<file path="src/core/usart_consts.svh">
// USART register offsets, reset values and bit-rate constants.
// Assumes byte addresses on a 32-bit Avalon-MM slave, data in lane 0.
`ifndef USART_CONSTS_SVH
`define USART_CONSTS_SVH
`define OFS_RX_CTRL     8'h18
`define OFS_TX_CTRL     8'h98
`define OFS_DIVISOR     8'h9C
`define OFS_PORT_DIR    8'hA0
`define OFS_TX_DATA     8'hA4
`define OFS_RX_DATA     8'hA8
`define OFS_STATUS      8'hAC
`define TX_CTRL_RST     8'h02
`define RX_CTRL_RST     8'h00
`define DIVISOR_RST     8'h00
`define PORT_DIR_RST    2'h3
`define TX_CTRL_WMASK   8'hF5
`define RX_CTRL_WMASK   8'hF0
`define TICKS_ASYNC_LO  7'h40
`define TICKS_ASYNC_HI  7'h10
`define TICKS_SYNC      7'h04
`define SCLK_RISE       2'h1
`define SCLK_FALL       2'h3
`define BITS_NARROW     4'h8
`define BITS_WIDE       4'h9
`endif

</file>
<file path="src/core/usart_pkg.sv">
// Types shared by the USART control block.
// Assumes the register layout of the constants header.
package usart_pkg;
    typedef enum logic [1:0] {
        LINK_IDLE  = 2'h0,
        LINK_START = 2'h1,
        LINK_DATA  = 2'h3,
        LINK_STOP  = 2'h2
    } link_state_e;
    typedef struct packed {
        logic clock_source_select;
        logic nine_bit_send_select;
        logic send_enable;
        logic sync_mode_select;
        logic unused;
        logic high_rate_select;
        logic shifter_empty_flag;
        logic send_ninth_bit;
    } tx_ctrl_s;
    typedef struct packed {
        logic serial_port_enable;
        logic nine_bit_receive_select;
        logic single_receive_enable;
        logic continuous_receive_enable;
        logic unused;
        logic framing_error_flag;
        logic overrun_error_flag;
        logic received_ninth_bit;
    } rx_ctrl_s;
    typedef struct packed {
        logic out;
        logic oe_b;
    } pin_drive_s;
endpackage

</file>
<file path="src/core/serial_usart_ctrl_baud.sv">
// USART control/status registers, baud generator and serial engines.
// Assumes an Avalon-MM master on clock and a bench that resolves the pins.
//
// Register access over Avalon-MM was left to the implementer.
`timescale 1ns/1ps
`include "usart_consts.svh"

module serial_usart_ctrl_baud (
    input  wire logic        clock,
    input  wire logic        rst_b,
    input  wire logic [7:0]  address,
    input  wire logic        read,
    input  wire logic        write,
    input  wire logic [31:0] writedata,
    input  wire logic [3:0]  byteenable,
    output      logic [31:0] readdata,
    output      logic        waitrequest,
    input  wire logic        serial_out_clock_pin_in,
    output      logic        serial_out_clock_pin_out,
    output      logic        serial_out_clock_pin_oe_b,
    input  wire logic        serial_in_data_pin_in,
    output      logic        serial_in_data_pin_out,
    output      logic        serial_in_data_pin_oe_b
);
    usart_pkg::tx_ctrl_s    tx_ctrl_ff;
    usart_pkg::rx_ctrl_s    rx_ctrl_ff;
    usart_pkg::link_state_e tx_state_ff;
    usart_pkg::link_state_e rx_state_ff;
    usart_pkg::pin_drive_s  ck_pin_ff;
    usart_pkg::pin_drive_s  dt_pin_ff;
    logic        wait_ff;
    logic [31:0] readdata_ff;
    logic [7:0]  rd_value;
    logic        wr_go;
    logic        rd_go;
    logic [7:0]  wdat;
    logic [7:0]  divisor_ff;
    logic [7:0]  brg_cnt_ff;
    logic [1:0]  port_dir_ff;
    logic        tick;
    logic [6:0]  ticks;
    logic        sync;
    logic        master;
    logic        port_on;
    logic        sync_rx;
    logic        rx_wants;
    logic        tx_go;
    logic [2:0]  ck_sync_ff;
    logic [2:0]  dt_sync_ff;
    logic        ck_flt_ff;
    logic        dt_flt_ff;
    logic        ck_prev_ff;
    logic [1:0]  sclk_cnt_ff;
    logic        sclk_run;
    logic        lead;
    logic        sample;
    logic [8:0]  tx_sh_ff;
    logic [3:0]  tx_idx_ff;
    logic [6:0]  tx_cnt_ff;
    logic        tx_line_ff;
    logic [7:0]  tx_data_ff;
    logic        tx_full_ff;
    logic        tx_step;
    logic        tx_last;
    logic        tx_load;
    logic [8:0]  rx_sh_ff;
    logic [3:0]  rx_idx_ff;
    logic [6:0]  rx_cnt_ff;
    logic [7:0]  rx_data_ff;
    logic        rx_full_ff;
    logic        rx_bit_end;
    logic        rx_half;
    logic        rx_last;
    logic        rx_done;
    logic        rx_bad;
    logic [8:0]  rx_next;
    logic [8:0]  rx_word;
    logic        full_eff;

    function automatic logic wr_hit(input logic [7:0] ofs);
        wr_hit = wr_go && (address == ofs);
    endfunction

    function automatic logic [6:0] bit_ticks(input logic syn, input logic hi);
        bit_ticks = syn ? `TICKS_SYNC : (hi ? `TICKS_ASYNC_HI : `TICKS_ASYNC_LO);
    endfunction

    function automatic logic [3:0] last_idx(input logic nine);
        last_idx = (nine ? `BITS_WIDE : `BITS_NARROW) - 4'h1;
    endfunction

    // Bus answers one cycle after the request is seen
    assign wr_go = write & ~wait_ff & byteenable[0];
    assign rd_go = read & ~wait_ff;
    assign wdat  = writedata[7:0];

    always_ff @(posedge clock) begin
        if (!rst_b) begin
            wait_ff <= 1'b1;
        end else begin
            wait_ff <= ~((read | write) & wait_ff);
        end
    end

    always_ff @(posedge clock) begin
        if (!rst_b) begin
            readdata_ff <= 32'h0;
        end else if (read && wait_ff) begin
            readdata_ff <= {24'h0, rd_value};
        end
    end

    always_comb begin
        rd_value = 8'h00;
        case (address)
            `OFS_TX_CTRL: begin
                rd_value = tx_ctrl_ff;
                rd_value[1] = (tx_state_ff == usart_pkg::LINK_IDLE);
            end
            `OFS_RX_CTRL:  rd_value = rx_ctrl_ff;
            `OFS_DIVISOR:  rd_value = divisor_ff;
            `OFS_PORT_DIR: rd_value = {port_dir_ff, 6'h00};
            `OFS_RX_DATA:  rd_value = rx_data_ff;
            `OFS_STATUS:   rd_value = {6'h00, tx_full_ff, rx_full_ff};
            default:       rd_value = 8'h00;
        endcase
    end

    // Mode decode
    // Sync select
    assign sync     = tx_ctrl_ff.sync_mode_select;
    assign master   = sync & tx_ctrl_ff.clock_source_select;
    assign port_on  = rx_ctrl_ff.serial_port_enable & (&port_dir_ff);
    assign sync_rx  = sync & (rx_ctrl_ff.continuous_receive_enable
                              | (rx_ctrl_ff.single_receive_enable & master));
    assign rx_wants = port_on & ~rx_ctrl_ff.overrun_error_flag
                      & (sync ? sync_rx : rx_ctrl_ff.continuous_receive_enable);
    assign tx_go    = port_on & tx_ctrl_ff.send_enable & ~sync_rx;
    assign ticks    = bit_ticks(sync, tx_ctrl_ff.high_rate_select);

    always_ff @(posedge clock) begin
        if (!rst_b) begin
            tx_ctrl_ff <= `TX_CTRL_RST & `TX_CTRL_WMASK;
        end else if (wr_hit(`OFS_TX_CTRL)) begin
            tx_ctrl_ff <= wdat & `TX_CTRL_WMASK;
        end
    end

    always_ff @(posedge clock) begin
        if (!rst_b) begin
            port_dir_ff <= `PORT_DIR_RST;
        end else if (wr_hit(`OFS_PORT_DIR)) begin
            port_dir_ff <= wdat[7:6];
        end
    end

    always_ff @(posedge clock) begin
        if (!rst_b) begin
            divisor_ff <= `DIVISOR_RST;
        end else if (wr_hit(`OFS_DIVISOR)) begin
            divisor_ff <= wdat;
        end
    end

    assign tick = (brg_cnt_ff == divisor_ff);

    always_ff @(posedge clock) begin
        if (!rst_b || wr_hit(`OFS_DIVISOR) || tick) begin
            brg_cnt_ff <= 8'h00;
        end else begin
            brg_cnt_ff <= brg_cnt_ff + 8'h01;
        end
    end

    // Pin inputs: the first stage feeds only the second
    always_ff @(posedge clock) begin
        if (!rst_b) begin
            ck_sync_ff <= 3'h7;
            dt_sync_ff <= 3'h7;
            ck_flt_ff  <= 1'b1;
            dt_flt_ff  <= 1'b1;
            ck_prev_ff <= 1'b1;
        end else begin
            ck_sync_ff <= {ck_sync_ff[1:0], serial_out_clock_pin_in};
            dt_sync_ff <= {dt_sync_ff[1:0], serial_in_data_pin_in};
            if (ck_sync_ff[1] == ck_sync_ff[2]) begin
                ck_flt_ff <= ck_sync_ff[2];
            end
            if (dt_sync_ff[1] == dt_sync_ff[2]) begin
                dt_flt_ff <= dt_sync_ff[2];
            end
            ck_prev_ff <= ck_flt_ff;
        end
    end

    // Synchronous bit clock, low half then high half of each bit
    assign sclk_run = master & ((tx_state_ff != usart_pkg::LINK_IDLE)
                                | (rx_state_ff != usart_pkg::LINK_IDLE));

    always_ff @(posedge clock) begin
        if (!rst_b || !sclk_run) begin
            sclk_cnt_ff <= 2'h0;
        end else if (tick) begin
            sclk_cnt_ff <= sclk_cnt_ff + 2'h1;
        end
    end

    // Master uses the timer, slave the line clock
    assign lead   = master ? (tick && sclk_cnt_ff == `SCLK_FALL) : (~ck_flt_ff & ck_prev_ff);
    assign sample = master ? (tick && sclk_cnt_ff == `SCLK_RISE) : (ck_flt_ff & ~ck_prev_ff);

    // Transmit engine
    assign tx_step = sync ? lead : (tick && tx_cnt_ff == ticks - 7'h1);
    assign tx_last = (tx_idx_ff == last_idx(tx_ctrl_ff.nine_bit_send_select));
    // Async frames start on a tick so the start bit gets a whole bit time
    assign tx_load = port_on & (tx_state_ff == usart_pkg::LINK_IDLE) & tx_go & tx_full_ff & (sync | tick);

    always_ff @(posedge clock) begin
        if (!rst_b || tx_state_ff == usart_pkg::LINK_IDLE) begin
            tx_cnt_ff <= 7'h0;
        end else if (tick) begin
            tx_cnt_ff <= (tx_cnt_ff == ticks - 7'h1) ? 7'h0 : tx_cnt_ff + 7'h1;
        end
    end

    always_ff @(posedge clock) begin
        if (!rst_b) begin
            tx_state_ff <= usart_pkg::LINK_IDLE;
            tx_line_ff  <= 1'b1;
            tx_sh_ff    <= 9'h000;
            tx_idx_ff   <= 4'h0;
        end else if (!port_on) begin
            tx_state_ff <= usart_pkg::LINK_IDLE;
            tx_line_ff  <= 1'b1;
        end else begin
            unique case (tx_state_ff)
                usart_pkg::LINK_IDLE: begin
                    if (tx_load) begin
                        tx_sh_ff  <= {tx_ctrl_ff.send_ninth_bit, tx_data_ff};
                        tx_idx_ff <= 4'h0;
                        if (sync) begin
                            tx_state_ff <= usart_pkg::LINK_DATA;
                            tx_line_ff  <= tx_data_ff[0];
                        end else begin
                            tx_state_ff <= usart_pkg::LINK_START;
                            tx_line_ff  <= 1'b0;
                        end
                    end
                end
                usart_pkg::LINK_START: begin
                    if (tx_step) begin
                        tx_state_ff <= usart_pkg::LINK_DATA;
                        tx_line_ff  <= tx_sh_ff[0];
                    end
                end
                usart_pkg::LINK_DATA: begin
                    if (tx_step) begin
                        if (tx_last) begin
                            tx_state_ff <= sync ? usart_pkg::LINK_IDLE : usart_pkg::LINK_STOP;
                            tx_line_ff  <= 1'b1;
                        end else begin
                            tx_sh_ff   <= tx_sh_ff >> 1;
                            tx_line_ff <= tx_sh_ff[1];
                            tx_idx_ff  <= tx_idx_ff + 4'h1;
                        end
                    end
                end
                usart_pkg::LINK_STOP: begin
                    if (tx_step) begin
                        tx_state_ff <= usart_pkg::LINK_IDLE;
                    end
                end
            endcase
        end
    end

    // Holding register; a write in the load cycle still counts
    always_ff @(posedge clock) begin
        if (!rst_b) begin
            tx_data_ff <= 8'h00;
            tx_full_ff <= 1'b0;
        end else if (wr_hit(`OFS_TX_DATA)) begin
            tx_data_ff <= wdat;
            tx_full_ff <= 1'b1;
        end else if (tx_load) begin
            tx_full_ff <= 1'b0;
        end
    end

    // Receive engine
    assign rx_bit_end = tick && rx_cnt_ff == ticks - 7'h1;
    assign rx_half    = tick && rx_cnt_ff == (ticks >> 1) - 7'h1;
    assign rx_last    = (rx_idx_ff == last_idx(rx_ctrl_ff.nine_bit_receive_select));
    assign rx_next    = {dt_flt_ff, rx_sh_ff[8:1]};
    assign rx_done    = ((rx_state_ff == usart_pkg::LINK_STOP) & rx_bit_end)
                        | (sync & (rx_state_ff == usart_pkg::LINK_DATA) & sample & rx_last);
    assign rx_bad     = (rx_state_ff == usart_pkg::LINK_STOP) & ~dt_flt_ff;
    assign rx_word    = sync ? rx_next : rx_sh_ff;

    always_ff @(posedge clock) begin
        if (!rst_b || rx_state_ff == usart_pkg::LINK_IDLE
                   || (rx_state_ff == usart_pkg::LINK_START && rx_half)) begin
            rx_cnt_ff <= 7'h0;
        end else if (tick) begin
            rx_cnt_ff <= (rx_cnt_ff == ticks - 7'h1) ? 7'h0 : rx_cnt_ff + 7'h1;
        end
    end

    always_ff @(posedge clock) begin
        if (!rst_b) begin
            rx_state_ff <= usart_pkg::LINK_IDLE;
            rx_sh_ff    <= 9'h000;
            rx_idx_ff   <= 4'h0;
        end else if (!rx_wants) begin
            rx_state_ff <= usart_pkg::LINK_IDLE;
        end else begin
            unique case (rx_state_ff)
                usart_pkg::LINK_IDLE: begin
                    rx_idx_ff <= 4'h0;
                    if (sync) begin
                        rx_state_ff <= usart_pkg::LINK_DATA;
                    end else if (!dt_flt_ff) begin
                        rx_state_ff <= usart_pkg::LINK_START;
                    end
                end
                usart_pkg::LINK_START: begin
                    // Mid-start check rejects short glitches
                    if (rx_half) begin
                        rx_state_ff <= dt_flt_ff ? usart_pkg::LINK_IDLE : usart_pkg::LINK_DATA;
                    end
                end
                usart_pkg::LINK_DATA: begin
                    if (sync ? sample : rx_bit_end) begin
                        rx_sh_ff  <= rx_next;
                        rx_idx_ff <= rx_idx_ff + 4'h1;
                        if (rx_last) begin
                            rx_state_ff <= sync ? usart_pkg::LINK_IDLE : usart_pkg::LINK_STOP;
                        end
                    end
                end
                usart_pkg::LINK_STOP: begin
                    if (rx_bit_end) begin
                        rx_state_ff <= usart_pkg::LINK_IDLE;
                    end
                end
            endcase
        end
    end

    // A read in the completion cycle frees the slot for the new byte
    assign full_eff = rx_full_ff & ~(rd_go && address == `OFS_RX_DATA);

    always_ff @(posedge clock) begin
        if (!rst_b) begin
            rx_data_ff <= 8'h00;
            rx_full_ff <= 1'b0;
        end else if (rx_done && !full_eff) begin
            rx_data_ff <= rx_ctrl_ff.nine_bit_receive_select ? rx_word[7:0] : rx_word[8:1];
            rx_full_ff <= 1'b1;
        end else if (!full_eff) begin
            rx_full_ff <= 1'b0;
        end
    end

    always_ff @(posedge clock) begin
        if (!rst_b) begin
            rx_ctrl_ff <= `RX_CTRL_RST;
        end else begin
            if (wr_hit(`OFS_RX_CTRL)) begin
                rx_ctrl_ff[7:4] <= wdat[7:4];
            end else if (rx_done && master && !rx_ctrl_ff.continuous_receive_enable) begin
                rx_ctrl_ff.single_receive_enable <= 1'b0;
            end
            if (rx_done && !full_eff) begin
                rx_ctrl_ff.framing_error_flag <= rx_bad;
                rx_ctrl_ff.received_ninth_bit <= rx_word[8];
            end
            if (rx_done && full_eff) begin
                rx_ctrl_ff.overrun_error_flag <= 1'b1;
            end else if (wr_hit(`OFS_RX_CTRL) && !wdat[4]) begin
                rx_ctrl_ff.overrun_error_flag <= 1'b0;
            end
        end
    end

    // Pin drivers; both pins released while the port is off
    always_ff @(posedge clock) begin
        if (!rst_b) begin
            ck_pin_ff <= 2'h3;
            dt_pin_ff <= 2'h3;
        end else begin
            ck_pin_ff.out  <= sync ? sclk_cnt_ff[1] : tx_line_ff;
            ck_pin_ff.oe_b <= ~(port_on & (~sync | master));
            dt_pin_ff.out  <= tx_line_ff;
            dt_pin_ff.oe_b <= ~(port_on & sync & (tx_state_ff != usart_pkg::LINK_IDLE));
        end
    end

    assign readdata                  = readdata_ff;
    assign waitrequest               = wait_ff;
    assign serial_out_clock_pin_out  = ck_pin_ff.out;
    assign serial_out_clock_pin_oe_b = ck_pin_ff.oe_b;
    assign serial_in_data_pin_out    = dt_pin_ff.out;
    assign serial_in_data_pin_oe_b   = dt_pin_ff.oe_b;
endmodule // serial_usart_ctrl_baud

</file>
<file path="config.mk">
export PLATFORM = sky130hd
export DESIGN_NAME = serial_usart_ctrl_baud
export DESIGN_NICKNAME = d
export VERILOG_FILES = /design/src/core/usart_pkg.sv /design/src/core/serial_usart_ctrl_baud.sv
export VERILOG_INCLUDE_DIRS = /design/src /design/src/core
export SDC_FILE = /design/constraint.sdc
export NUM_CORES = 1
export LEC_CHECK = 0
export BUFFER_PORTS_ARGS = -buffer_cell sky130_fd_sc_hd__buf_4
export CAP_MARGIN = 40
export CORE_ASPECT_RATIO = 0.9
export CORE_MARGIN = 1.5
export CORE_UTILIZATION = 62
export DETAILED_ROUTE_END_ITERATION = 16
export GPL_ROUTABILITY_DRIVEN = 1
export PLACE_DENSITY = 0.95
export RECOVER_POWER = 50
export SLEW_MARGIN = 30
export SYNTH_ARGS = -nofsm -noshare
export SYNTH_HDL_FRONTEND = slang
export SYNTH_SLANG_ARGS = --single-unit
</file>
<file path="constraint.sdc">
create_clock -name clock -period 5.9 [get_ports clock]
set_input_delay 0.59 -clock clock [delete_from_list [all_inputs] [get_ports clock]]
set_output_delay 0.59 -clock clock [all_outputs]
set_load 0.05 [all_outputs]
</file>
==> results.json <==
{
  "run_status": "finished with violations",
  "failed_checks": "max-capacitance violations, max-slew violations",
  "grt_pass1_wl_um": 25470,
  "hold_viol": 0,
  "drive_above_1_share_pct": 10.30,
  "cell_internal_pwr_mw": 1.492,
  "dieWidth_um": 106.4,
  "std_cell_rows": 33,
  "die-area_mm2": 0.01022,
  "cap_violations": 2,
  "cts-resized-gates": 0,
  "yosys.area.top_type_share_pct": 39.59,
  "setup-violations-final": 0,
  "post_dp_cell_area_mm2": 0.006132,
  "dp_hpwl_um": 10350,
  "power_frac_comb_pct": 4.5,
  "worst_pin_slew_ns": 2.617,
  "maxSlewViolCount": 106,
  "irDropWorstVdd_uv": 262.2,
  "synth_cells": 691,
  "synth.distinct_cells": 75,
  "drcViolationCount": 0,
  "n_fill_cell": 658,
  "synth_edf_count": 0,
  "core_area_mm2": 0.009249,
  "start_util_pct": 64.52,
  "path_class": "input pin to flop",
  "synth_area_mm2": 0.005967,
  "seqPwrFrac_pct": 41.5,
  "clk_latency_ns": 0.55,
  "ctsHoldBuffers": 0,
  "cts.sink_count": 118,
  "power.share.switching_pct": 22.91,
  "diodes": 0,
  "slew_headroom_pct": -74.48,
  "fin_nets": 772,
  "ys_ff_latch": 118,
  "crit_path_start_kind": "input pin",
  "multi_input_area_mm2": 0.003261,
  "required_ns": 6.35,
  "post_cts_buffers": 0,
  "avgViaCountPerCell": 6.486,
  "ys_seq_area_share_pct": 39.59,
  "ys.flop_type": "dfxtp_1",
  "hold_class": "input pin to flop",
  "cp-end-kind": "flop",
  "yosysWarnings": 0,
  "ioPinCount": 87,
  "grt_start_max_net_pins": 61,
  "syn_area_per_cell_um2": 8.635,
  "grt_usage_pct": 32.32,
  "port_buffers": 35,
  "rsz0062_at_grt": "false",
  "pwr_density_cell_mw_per_mm2": 289.7,
  "cts_buffers": 17,
  "yosys.area.top_type": "dfxtp_1",
  "final_cells": 850,
  "drt-total-wl_um": 16150,
  "htreeDepth": 4,
  "drt_first_iter_violations": 774,
  "root_buffer": "clkbuf_8",
  "p_leak_nw": 2.361,
  "async_flop_share_pct": 0,
  "fmax_mhz": 241.3,
  "regArea_mm2": 0.002362,
  "timing.setup.tns_ns": 0,
  "vias": 5513,
  "finalCriticalPeriod_ns": 4.145,
  "wl_per_cell_um": 19.00,
  "path_clk_slew_ns": 0.06,
  "grt_overflow": 0,
  "area_growth_pct": 11.97,
  "drt-pass1-iter-count": 6,
  "cp_max_fo": 60,
  "finClkSkew_ns": 0.007966,
  "synthTopCellsByArea": "dfxtp_1 (40%), mux2i_1 (6.2%), nor2_1 (5.3%)",
  "antenna_found_initial": 0,
  "power_switching_uw": 443.4,
  "ant_nets": 0,
  "clk_path_buf_depth": 2,
  "final_cell_area_mm2": 0.006681,
  "final.period_utilization_pct": 70.25,
  "grt_pass1_vias": 5257,
  "p_clk_share_pct": 54.0,
  "cp.arrival_ns": 4.60,
  "dp_cells": 816,
  "die_y_um": 96.07,
  "cts_tree": "yes",
  "place_congestion": 0.9179
}
-- Yosys cell counts, drive strengths merged (8+ instances only) --
cell type	instances
mux2i	37
nor2	86
clkbuf	28
dfxtp	118
nand2	73
o22ai	8
buf	32
nand3	26
a311oi	9
o211ai	19
inv	15
a21oi	39
xnor2	14
nand2b	12
xor2	17
o21ai	32
nand4	10
-- flip-flops by register name, summed over array words and instances, names as in the netlist, 3 cells and up --
register	count
tx_sh_ff	9
tx_ctrl_ff	5
dt_sync_ff	3
rx_data_ff	8
rx_idx_ff	4
rx_cnt_ff	7
tx_data_ff	8
rx_sh_ff	9
brg_cnt_ff	8
ck_sync_ff	3
divisor_ff	8
tx_cnt_ff	7
readdata	8
tx_idx_ff	4
rx_ctrl_ff	7
-- area by class of cell --
cell class	instances	share of cell area [%]
Clock buffer	23	6.985
Clock inverter	9	1.854
Inverter	15	0.8427
Multi-Input combinational cell	521	48.80
Sequential cell	118	35.36
Tap cell	122	2.285
Timing Repair Buffer	42	3.876
-- stage by stage --
step | worst slack (ns) | power (mW) | util (%) | hold slack, ns
floorplan | 3.670 | 0.8932 | - | 0.3863
global placement | 3.027 | 0.9043 | 66.15 | 0.3874
detailed placement | 2.989 | 0.9059 | 66.30 | 0.4030
CTS | 2.883 | 1.927 | 72.69 | 0.2324
global route | 1.477 | 1.979 | 72.24 | 0.2355
finish | 1.755 | 1.935 | 72.24 | 0.2339
-- cells in the final DEF, fill, tap and decap left out, drive strengths merged, types with 7 or more instances in the layout --
cell      n
a311oi    9
mux2i    37
o22a      7
o211ai   19
ha        7
conb     24
o22ai     8
nand3    26
buf      25
o21ai    32
a31oi     7
a21oi    39
nand4    10
inv      15
nor2     86
xor2     17
clkbuf   40
dfxtp   118
nand2    73
nand2b   12
xnor2    14
-- per-layer routing --
layer	global-route usage [%]	share of wire (%)	routed length [um]	vias to the layer above
met1	37.97	39	6256	2612
met2	52.80	49	7869	355
met5	0	0	0	-
met4	17.22	2.8	455	0
li1	-	-	-	2495
met3	10.97	9.7	1571	51
-- logic make-up (layout without fill, tap and decap cells) --
kind of cell	after synthesis	count (layout)	share of synthesized area, %
AND/OR/NAND/NOR	260	260	21.74
AO/OA/AOI/OAI	161	161	18.52
flip-flops	118	118	39.59
buffers and inverters	75	89	7.423
multiplexers	38	38	6.396
XOR/XNOR	31	31	4.802
adder cells (fa/ha/maj)	7	7	1.468
other	1	24	0.06285
-- worst paths after layout --
kind	slack, ns	end	startpoint	cells after the start
setup / recovery	1.76	tx_idx_ff[3]$_SDFFE_PN0P_	rst_b	5
hold / removal	0.23	ck_sync_ff[0]$_SDFF_PN1_	serial_out_clock_pin_in	2
setup reg to reg	2.75	tx_sh_ff[3]$_SDFFE_PN0P_	divisor_ff[3]$_SDFFE_PN0P_	6
hold reg to reg	0.41	dt_sync_ff[1]$_SDFF_PN1_	dt_sync_ff[0]$_SDFF_PN1_	1
-- power groups by stage --
| stage | combinational, mW | clock, mW | sequential, mW |
|---|---|---|---|
| 6_report | 0.0875 | 1.05 | 0.803 |
| 3_3_place_gp | 0.0850 | 0 | 0.819 |
| 5_1_grt | 0.0921 | 1.08 | 0.803 |
| 3_5_place_dp | 0.0864 | 0 | 0.820 |
| 2_1_floorplan | 0.0696 | 0 | 0.824 |
| 4_1_cts | 0.0872 | 1.04 | 0.803 |
-- worst max-delay path, cell delays in order --
cell and delay [ns]:
clkbuf_1 1.47, inv_1 0.38, clkbuf_1 1.07, or4_1 0.84
o211ai_1 0.22
Note: power is estimated with default switching activity, not from simulation.
